==> config.mk <==
export PLATFORM = sky130hd
export DESIGN_NAME = saga_core
export DESIGN_NICKNAME = d
export VERILOG_FILES = /design/src/saga_pkg.sv /design/src/saga_core.sv
export SDC_FILE = /design/constraint.sdc
export NUM_CORES = 1
export LEC_CHECK = 0
export BUFFER_PORTS_ARGS = -buffer_cell sky130_fd_sc_hd__buf_2
export CAP_MARGIN = 20
export CORE_ASPECT_RATIO = 1.1
export CORE_MARGIN = 2
export CORE_UTILIZATION = 58
export DETAILED_ROUTE_END_ITERATION = 6
export PLACE_DENSITY = 0.95
export SYNTH_ARGS = -nofsm -noshare
export SYNTH_HDL_FRONTEND = slang
export SYNTH_SLANG_ARGS = --single-unit
==> constraint.sdc <==
create_clock -name ref_clk_i -period 10.1 [get_ports ref_clk_i]
set_input_delay 1.01 -clock ref_clk_i [delete_from_list [all_inputs] [get_ports ref_clk_i]]
set_output_delay 1.01 -clock ref_clk_i [all_outputs]
set_load 0.03 [all_outputs]
==> src/saga_pkg.sv <==
package saga_pkg;

   localparam int          ADDR_W       = 16;
   localparam int          FADDR_W      = 13;
   localparam int          PC_HI_W      = 7;
   localparam int          LIT5_W       = 5;
   localparam logic [15:0] WORD_BYTES   = 16'h0002;
   localparam logic [15:0] SFR_END      = 16'h0800;
   localparam logic [15:0] SP_RESET     = 16'h0800;
   localparam logic [3:0]  SP_IDX       = 4'hF;
   localparam logic [3:0]  DEFAULT_WORKING_REGISTER_IDX     = 4'h0;
   localparam logic [15:0] LIM_ALIGN    = 16'hFFFE;
   localparam logic [7:0]  ZERO_BYTE    = 8'h00;
   localparam logic [15:0] ZERO_WORD    = 16'h0000;

   typedef enum logic [6:0] {
      SAGA_FDIR = 7'h01,
      SAGA_RDIR = 7'h02,
      SAGA_IND  = 7'h04,
      SAGA_POST = 7'h08,
      SAGA_PRE  = 7'h10,
      SAGA_ROFF = 7'h20,
      SAGA_LOFF = 7'h40
   } saga_mode_e;

   typedef enum logic [4:0] {
      SAGA_STK_NONE = 5'h01,
      SAGA_STK_PUSH = 5'h02,
      SAGA_STK_POP  = 5'h04,
      SAGA_STK_CALL = 5'h08,
      SAGA_STK_EXC  = 5'h10
   } saga_stk_e;

   typedef enum logic [1:0] {
      SAGA_ST_IDLE = 2'h1,
      SAGA_ST_PCHI = 2'h2
   } saga_state_e;

   typedef struct packed {
      logic                valid;
      saga_mode_e          mode;
      saga_stk_e           stk;
      logic                write;
      logic [3:0]          ptr;
      logic [3:0]          base;
      logic [FADDR_W-1:0]  faddr;
      logic [15:0]         offset;
      logic [15:0]         wdata;
      logic                to_default_working_register;
      logic                op2_lit;
      logic [LIT5_W-1:0]   lit5;
   } saga_req_s;

   typedef struct packed {
      logic                en;
      logic [15:0]         lo;
      logic [15:0]         hi;
      logic                from_owner;
   } saga_seg_s;

   typedef struct packed {
      logic                valid;
      logic [3:0]          idx;
      logic [15:0]         data;
   } saga_wb_s;

   typedef struct packed {
      logic                to_default_working_register;
      logic [3:0]          dest_idx;
      logic [3:0]          op1_idx;
      logic                op2_lit;
      logic [15:0]         lit;
   } saga_op_s;

endpackage

==> src/saga_core.sv <==
// Functional notes
// - Stack pointer marks next free word, grows upward.
// - Pop pre-decrements; push uses pointer then increments.
// - Call push zero-extends the counter's top byte.
// - Exception push joins status low byte to top.
// - Stack limit register has no reset value.
// - Stack limit bit zero always reads zero.
// - Stack-pointer addresses are checked against the limit.
// - Push at limit passes; the next push traps.
// - Stack address below 0x0800 raises stack trap.
// - Boot secure RAM only reachable from boot code.
// - Secure RAM only reachable from secure code.
// - File direct uses 13-bit near address field.
// - File ops default to working register zero.
// - First operand direct; second register, memory, literal.
// - File direct address comes from instruction field.
// - Register indirect uses pointer contents unchanged.
// - Post-modify uses pointer, then writes modified pointer.
// - Pre-modify adds signed constant before forming address.
// - Indexed address is pointer plus base register.
// - Literal offset address is pointer plus literal.
`timescale 1ns/1ps
module saga_core (
   input  wire logic                       ref_clk_i,
   input  wire logic                       rst_i,
   input  wire saga_pkg::saga_req_s        req_i,
   input  wire logic [15:0]                ptr_val_i,
   input  wire logic [15:0]                base_val_i,
   input  wire logic [22:0]                pc_i,
   input  wire logic [7:0]                 status_low_byte_i,
   input  wire logic                       sp_wr_i,
   input  wire logic [15:0]                sp_data_i,
   input  wire logic                       lim_wr_i,
   input  wire logic [15:0]                lim_data_i,
   input  wire saga_pkg::saga_seg_s        boot_seg_i,
   input  wire saga_pkg::saga_seg_s        secure_seg_i,
   output logic                            busy_o,
   output logic [15:0]                     ea_o,
   output logic                            mem_rd_o,
   output logic                            mem_wr_o,
   output logic [15:0]                     mem_wdata_o,
   output saga_pkg::saga_wb_s              wb_o,
   output saga_pkg::saga_op_s              op_o,
   output logic                            trap_o,
   output logic                            reject_o,
   output logic [15:0]                     sp_o
);

   function automatic logic [15:0] add16(input logic [15:0] a, input logic [15:0] b);
      add16 = 16'(a + b);
   endfunction

   function automatic logic in_seg(input logic [15:0] a, input saga_pkg::saga_seg_s s);
      in_seg = s.en && (a >= s.lo) && (a <= s.hi);
   endfunction

   saga_pkg::saga_state_e state;
   saga_pkg::saga_state_e next_state;
   logic [15:0]           stack_pointer_register;
   logic [15:0]           stack_limit_register;
   logic [15:0]           pchi_word;
   logic [15:0]           next_pchi_word;

   logic                  accept;
   logic [15:0]           p;
   logic [15:0]           b;
   logic [15:0]           ea;
   logic                  access;
   logic                  is_wr;
   logic [15:0]           wdata;
   logic                  uses_sp;
   logic                  next_trap;
   logic                  next_reject;
   logic                  do_access;
   logic                  sp_upd;
   logic [15:0]           next_sp;
   logic                  ptr_upd;
   logic [15:0]           ptr_new;

   assign accept = req_i.valid && (state == saga_pkg::SAGA_ST_IDLE);

   always_comb begin
      p = (req_i.ptr == saga_pkg::SP_IDX) ? stack_pointer_register : ptr_val_i;
      b = (req_i.base == saga_pkg::SP_IDX) ? stack_pointer_register : base_val_i;
      ea = saga_pkg::ZERO_WORD;
      access = 1'b0;
      is_wr = req_i.write;
      wdata = req_i.wdata;
      uses_sp = 1'b0;
      sp_upd = 1'b0;
      next_sp = stack_pointer_register;
      ptr_upd = 1'b0;
      ptr_new = p;
      next_state = state;
      next_pchi_word = pchi_word;
      if (state == saga_pkg::SAGA_ST_PCHI) begin
         ea = stack_pointer_register;
         access = 1'b1;
         is_wr = 1'b1;
         wdata = pchi_word;
         uses_sp = 1'b1;
         sp_upd = 1'b1;
         next_sp = add16(stack_pointer_register, saga_pkg::WORD_BYTES);
         next_state = saga_pkg::SAGA_ST_IDLE;
      end else if (req_i.valid) begin
         unique case (req_i.stk)
            saga_pkg::SAGA_STK_PUSH, saga_pkg::SAGA_STK_CALL, saga_pkg::SAGA_STK_EXC: begin
               ea = stack_pointer_register;
               access = 1'b1;
               is_wr = 1'b1;
               uses_sp = 1'b1;
               sp_upd = 1'b1;
               next_sp = add16(stack_pointer_register, saga_pkg::WORD_BYTES);
               if (req_i.stk != saga_pkg::SAGA_STK_PUSH) begin
                  wdata = pc_i[15:0];
                  next_state = saga_pkg::SAGA_ST_PCHI;
               end
               if (req_i.stk == saga_pkg::SAGA_STK_CALL) begin
                  next_pchi_word = {saga_pkg::ZERO_BYTE, 1'b0, pc_i[22:16]};
               end else begin
                  next_pchi_word = {status_low_byte_i, 1'b0, pc_i[22:16]};
               end
            end
            saga_pkg::SAGA_STK_POP: begin
               ea = add16(stack_pointer_register, -saga_pkg::WORD_BYTES);
               access = 1'b1;
               is_wr = 1'b0;
               uses_sp = 1'b1;
               sp_upd = 1'b1;
               next_sp = ea;
            end
            saga_pkg::SAGA_STK_NONE: begin
               uses_sp = (req_i.ptr == saga_pkg::SP_IDX) &&
                         (req_i.mode != saga_pkg::SAGA_FDIR) &&
                         (req_i.mode != saga_pkg::SAGA_RDIR);
               access = (req_i.mode != saga_pkg::SAGA_RDIR);
               unique case (req_i.mode)
                  saga_pkg::SAGA_FDIR: ea = {3'h0, req_i.faddr};
                  saga_pkg::SAGA_RDIR: ea = saga_pkg::ZERO_WORD;
                  saga_pkg::SAGA_IND:  ea = p;
                  saga_pkg::SAGA_POST: begin
                     ea = p;
                     ptr_upd = 1'b1;
                     ptr_new = add16(p, req_i.offset);
                  end
                  saga_pkg::SAGA_PRE: begin
                     ea = add16(p, req_i.offset);
                     ptr_upd = 1'b1;
                     ptr_new = ea;
                  end
                  saga_pkg::SAGA_ROFF: ea = add16(p, b);
                  saga_pkg::SAGA_LOFF: ea = add16(p, req_i.offset);
                  default:             ea = saga_pkg::ZERO_WORD;
               endcase
            end
            default: access = 1'b0;
         endcase
      end
      // A push that lands on the limit passes; one beyond it traps.
      next_trap = access && uses_sp &&
                  ((ea > stack_limit_register) || (ea < saga_pkg::SFR_END));
      next_reject = access && !next_trap &&
                    ((in_seg(ea, boot_seg_i) && !boot_seg_i.from_owner) ||
                     (in_seg(ea, secure_seg_i) && !secure_seg_i.from_owner));
      do_access = access && !next_trap && !next_reject;
   end

   always_ff @(posedge ref_clk_i or posedge rst_i) begin
      if (rst_i) begin
         state <= saga_pkg::SAGA_ST_IDLE;
         pchi_word <= saga_pkg::ZERO_WORD;
      end else begin
         state <= (next_trap || next_reject) ? saga_pkg::SAGA_ST_IDLE : next_state;
         pchi_word <= next_pchi_word;
      end
   end

   always_ff @(posedge ref_clk_i or posedge rst_i) begin
      if (rst_i) begin
         stack_pointer_register <= saga_pkg::SP_RESET;
      end else if (do_access && sp_upd) begin
         stack_pointer_register <= next_sp;
      end else if (do_access && ptr_upd && req_i.ptr == saga_pkg::SP_IDX) begin
         stack_pointer_register <= ptr_new & saga_pkg::LIM_ALIGN;
      end else if (sp_wr_i) begin
         stack_pointer_register <= sp_data_i & saga_pkg::LIM_ALIGN;
      end
   end

   // The limit has no reset on purpose; software must load it before use.
   always_ff @(posedge ref_clk_i) begin
      if (lim_wr_i) begin
         stack_limit_register <= lim_data_i & saga_pkg::LIM_ALIGN;
      end
   end

   always_ff @(posedge ref_clk_i or posedge rst_i) begin
      if (rst_i) begin
         ea_o <= saga_pkg::ZERO_WORD;
         mem_rd_o <= 1'b0;
         mem_wr_o <= 1'b0;
         mem_wdata_o <= saga_pkg::ZERO_WORD;
         trap_o <= 1'b0;
         reject_o <= 1'b0;
      end else begin
         ea_o <= ea;
         mem_rd_o <= do_access && !is_wr;
         mem_wr_o <= do_access && is_wr;
         mem_wdata_o <= wdata;
         trap_o <= next_trap;
         reject_o <= next_reject;
      end
   end

   always_ff @(posedge ref_clk_i or posedge rst_i) begin
      if (rst_i) begin
         wb_o <= '0;
      end else begin
         wb_o.valid <= do_access && ptr_upd && (req_i.ptr != saga_pkg::SP_IDX);
         wb_o.idx <= req_i.ptr;
         wb_o.data <= ptr_new;
      end
   end

   always_ff @(posedge ref_clk_i or posedge rst_i) begin
      if (rst_i) begin
         op_o <= '0;
      end else if (accept) begin
         op_o.to_default_working_register <= req_i.to_default_working_register;
         op_o.dest_idx <= saga_pkg::DEFAULT_WORKING_REGISTER_IDX;
         op_o.op1_idx <= req_i.base;
         op_o.op2_lit <= req_i.op2_lit;
         op_o.lit <= {11'h000, req_i.lit5};
      end
   end

   always_ff @(posedge ref_clk_i or posedge rst_i) begin
      if (rst_i) begin
         busy_o <= 1'b0;
         sp_o <= saga_pkg::SP_RESET;
      end else begin
         busy_o <= (next_state == saga_pkg::SAGA_ST_PCHI) && !next_trap && !next_reject;
         sp_o <= (do_access && sp_upd) ? next_sp : stack_pointer_register;
      end
   end
endmodule

==> results by stage <==
Detailed routing:
- In this run the remaining antenna-violating nets after routing total 0.
- The iteration count of the initial detailed-routing pass is 7.
- For this block, the initial DRC count from the detailed router was 1,599.
- The mean number of vias per cell is 6.44.
- Across all layers, the routed design uses 12.5k vias.
- The routed design has 42,300 um of wire.
- After detailed routing, the average wire length per cell comes to 21.9 um.
- For this run, design rule violations remaining after detail routing come to 0.

Hold path:
- The worst hold path belongs to the class register to register.
- The cell depth of the worst min-delay path is 2.
- The worst hold path terminates at mem_wdata_o[3]$_DFF_PP0_.
- The hold path startpoint is pchi_word[3]$_DFFE_PP0P_.

Place:
- The placed standard-cell area is 13,300 um^2.
- The routability congestion estimate is 1.07.
- The number of placed cells counting well taps is 1,896.
- The count of buffers added on input and output ports is 322.
- The half-perimeter wire length of the detailed placement result is 32,900 um.
- OpenSTA, run right after detailed placement, puts the worst setup slack at 1.89 ns.

Clock network:
- The root cell of the clock tree is sky130_fd_sc_hd__clkbuf_16.
- The number of gates resized after CTS was 0.
- The number of H-tree branching levels is 4.
- The clock reaches the later pin of the worst-skew pair after 0.44 ns.
- The buffer depth of the longest clock path is 2.
- TritonCTS built the clock tree.
- The total number of clock tree sinks is 131.
- The setup fix buffers added after clock tree synthesis is 0.
- The clock slew seen by the registers of the worst setup and hold paths is 0.06 ns.
- The number of buffers added to fix hold violations after cts is 0.
- The number of buffers created by CTS is 17.

Job:
- The tool flagged a number of max-cap violations equal to 0.

Die:
- The die covers 21,200 um^2.
- The initialized floorplan defines 54 standard-cell rows.
- Pin placement for this block handled 341 I/O pins.
- The standard cell core area is 19,700 um^2.
- The vertical die dimension is 152 um.
- From left edge to right edge, the die measures 139 um.
- The initial standard-cell utilization of the core is 58.9%.

Power:
- The internal power of the cells totals 1320 uW.
- The analysis attributes to cell leakage a power of 0.00706 uW.
- For this design the ratio of total power to cell area is 157 nW/um^2.
- The switching power of the nets is 864 uW.
- Per report_power, the sequential group accounts for 32.6% of the total.
- The maximum vdd ir drop is 145 uV.
- Net switching is 39.5% of the power.
- Per report_power, the clock group accounts for 30.5% of the total.
- The part of the power in combinational logic is 36.9%.

Layout:
- Cells fill 70.6% of the core in the end.
- The post-route netlist has 27.0% of its cells at a drive strength greater than 1.
- The count of cells in the finished layout, fillers not included, comes to 1,935.
- After routing the design area is 13,900 um^2.
- The net count reported at finish is 2,016.
- The number of filler cells placed in the layout is 1,543.
- The synthesis-to-finish area growth is 20.0%.

Synth:
- The count of flip-flops with a built-in enable after synthesis is 15.
- In this run, synthesis produced a sequential element count of 131.
- In the post-synthesis netlist, the cell with the most instances is sky130_fd_sc_hd__nand2_1.
- The cell count after synthesis is 1,379.
- The post-synthesis area per instance is 8.42 um^2.
- The top cell type by area accounts for 24.3% of the synthesized area.
- In the synthesized netlist the dominant register cell turns out to be sky130_fd_sc_hd__dfrtp_1.
- Sorting the synthesized cells by area gives the leading types as sky130_fd_sc_hd__dfrtp_1 24%, sky130_fd_sc_hd__ha_1 12%, sky130_fd_sc_hd__nand2_1 4.9%.
- By count the netlist is led by 151 x sky130_fd_sc_hd__nand2_1, 113 x sky130_fd_sc_hd__dfrtp_1, 111 x sky130_fd_sc_hd__inv_1.
- Of all flip-flops after synthesis, the portion carrying an async set or reset was 88.5%.
- The Yosys step of the flow raised 0 warnings.
- The distinct cell type count of the synthesized netlist is 100.
- For this run, the register share of the synthesized area comes to 28.9%.
- The mapped netlist covers 11,600 um^2.
- The cell type with the largest total area after synthesis is sky130_fd_sc_hd__dfrtp_1.

Setup path:
- The family of cells with the greatest summed delay on the critical path is compound AO/OA/AOI/OAI gates.
- The combined buffer and inverter count along the critical path is 5.
- Across all register-to-register paths, the minimum setup slack is 2.31 ns.
- The worst endpoint required time is 10.42 ns.
- The worst reg2reg path endpoint is stack_pointer_register[11]$_DFFE_PP1P_.
- The largest stage delay on the critical path is 0.64 ns.
- Of all nets on the critical path, the largest fanout is 18.
- STA classifies the critical path startpoint as a primary input.
- The worst register-to-register path begins at stack_pointer_register[1]$_DFFE_PP0P_.
- The type of element capturing the critical path is a register.
- The master of the slowest instance on the critical path is sky130_fd_sc_hd__and3_1.
- For the worst flop-to-flop path, the logic depth is 24.
- Data arrives at the worst endpoint at 8.43 ns.
- The class of the most critical setup path is primary input to register.

STA:
- Setup slack on the critical path of the routed design comes to 2.00 ns.
- The relative slew slack is 24.0%.
- Setup violations remaining at the end of the flow were counted as 0.
- Setup repair after global routing left no endpoint under its margin.
- The clock period minus final worst setup slack is 8.10 ns.
- Based on the critical path, the design can be clocked at up to 0.123 GHz.
- On the final layout, the worst clock skew is 0.00860 ns.
- Setup total negative slack on the finished layout was measured at 0 ns.
- The final hold violation count is 0.
- The count of pins over their slew limit is 0.
- At the pin with the least slew margin, the transition time is 1.14 ns.
- The final critical path takes up 80.2% of the cycle.

Global route:
- The via count of the first global-routing pass is 12.0k.
- Entering global routing, the biggest net connects 67 pins.
- For this run the aggregate overflow at the end of global routing stands at 0.
- The number of antenna violations at the first check in global routing is 5.
- Global routing consumed, over all layers together, 39.0% of the routing resources.
- The wire length of the first global-routing pass is 65,100 um.

Outcome:
- The flow ran to the end, and the final reports show no timing, DRC or antenna violations.
cells by family after synthesis:
kind of cell               synth area share, %
buffers and inverters                     7.27
AOI/OAI and AO/OA                         22.3
adders and majority gates                 12.1
muxes                                     6.27
DFF                                       28.9
xor gates and xnor gates                  3.38
other                                   0.0323
and+or+nand+nor                           19.8
power groups by stage:
stage / Clock [uW] / Sequential [uW] / Combinational (uW)
after floorplan: 0 / 784 / 455
after global placement: 0 / 710 / 761
after detailed placement: 0 / 716 / 780
after CTS: 670 / 707 / 787
after global routing: 693 / 720 / 860
final: 668 / 713 / 806
worst max path at each step:
stage / cells past startpoint / end / slack (ns) / startpoint
final: 28 / stack_pointer_register[11]$_DFFE_PP1P_ / 2.00 / req_i[57]
after global routing: 26 / stack_pointer_register[11]$_DFFE_PP1P_ / 1.43 / req_i[57]
after CTS: 26 / stack_pointer_register[11]$_DFFE_PP1P_ / 2.26 / req_i[57]
after detailed placement: 26 / stack_pointer_register[11]$_DFFE_PP1P_ / 1.89 / req_i[59]
after global placement: 26 / stack_pointer_register[12]$_DFFE_PP0P_ / 1.99 / req_i[59]
after floorplan: 27 / sp_o[4]$_DFF_PP0_ / 2.96 / req_i[59]
through the flow:
stage	power, uW	hold WS [ns]
2_1_floorplan	1240	0.444
3_3_place_gp	1470	0.457
3_5_place_dp	1500	0.466
4_1_cts	2160	0.481
5_1_grt	2270	0.504
6_report	2190	0.480
worst min-delay path, delay by kind of cell, from the launching register on:
| family | cells | cell delay [ns] |
|---|---|---|
| compound gates | 1 | 0.06 |
| flops | 1 | 0.34 |
| simple gates | 1 | 0.04 |
state kept, by name (all words and copies together), names as in the netlist, 2 cells and up:
register,flops
stack_limit_register,15
op_o,11
mem_wdata_o,16
state,2
stack_pointer_register,15
ea_o,16
sp_o,15
pchi_word,15
wb_o,21
layer usage:
metal | vias to the layer above | wire (um) | global-route usage (%)
li1 | 5551 | - | -
met4 | 0 | 2380 | 20.1
met1 | 5802 | 15800 | 49.2
met5 | - | 0 | 0
met2 | 918 | 19400 | 63.1
met3 | 188 | 4770 | 8.71
layout by cell type (no fill, tap or decap), types with 9 or more instances in the layout:
master and n:
sky130_fd_sc_hd__dfrtp_1 113, sky130_fd_sc_hd__and3_1 14, sky130_fd_sc_hd__nor4_1 11, sky130_fd_sc_hd__conb_1 16, sky130_fd_sc_hd__nor3_1 30, sky130_fd_sc_hd__clkbuf_16 18, sky130_fd_sc_hd__o21ai_0 99, sky130_fd_sc_hd__edfxtp_1 15
sky130_fd_sc_hd__a221oi_1 17, sky130_fd_sc_hd__buf_4 14, sky130_fd_sc_hd__ha_1 109, sky130_fd_sc_hd__mux2_2 27, sky130_fd_sc_hd__nor2_1 84, sky130_fd_sc_hd__a21o_1 29, sky130_fd_sc_hd__o22ai_1 15, sky130_fd_sc_hd__xnor2_1 23
sky130_fd_sc_hd__o211ai_1 11, sky130_fd_sc_hd__nor2b_1 11, sky130_fd_sc_hd__nand3_1 40, sky130_fd_sc_hd__a211oi_1 17, sky130_fd_sc_hd__buf_2 322, sky130_fd_sc_hd__mux2i_1 39, sky130_fd_sc_hd__nand2_1 151, sky130_fd_sc_hd__inv_1 110
sky130_fd_sc_hd__a21oi_1 82, sky130_fd_sc_hd__and2_1 9, sky130_fd_sc_hd__xor2_1 20, sky130_fd_sc_hd__o21a_1 13, sky130_fd_sc_hd__nand4_1 13, sky130_fd_sc_hd__o221ai_1 9, sky130_fd_sc_hd__nand2b_1 15
area by class of cell:
class	count	area (um^2)	share of cell area [%]
diodes	6	15.0	0.108
clock buffers	19	454	3.26
clock inverters	13	169	1.21
inverters	112	423	3.03
multi-input cells	1065	7470	53.6
flip-flops and latches	131	3360	24.1
well taps	252	315	2.26
repair buffers	337	1730	12.4
Power figures use the tool's default switching activity.
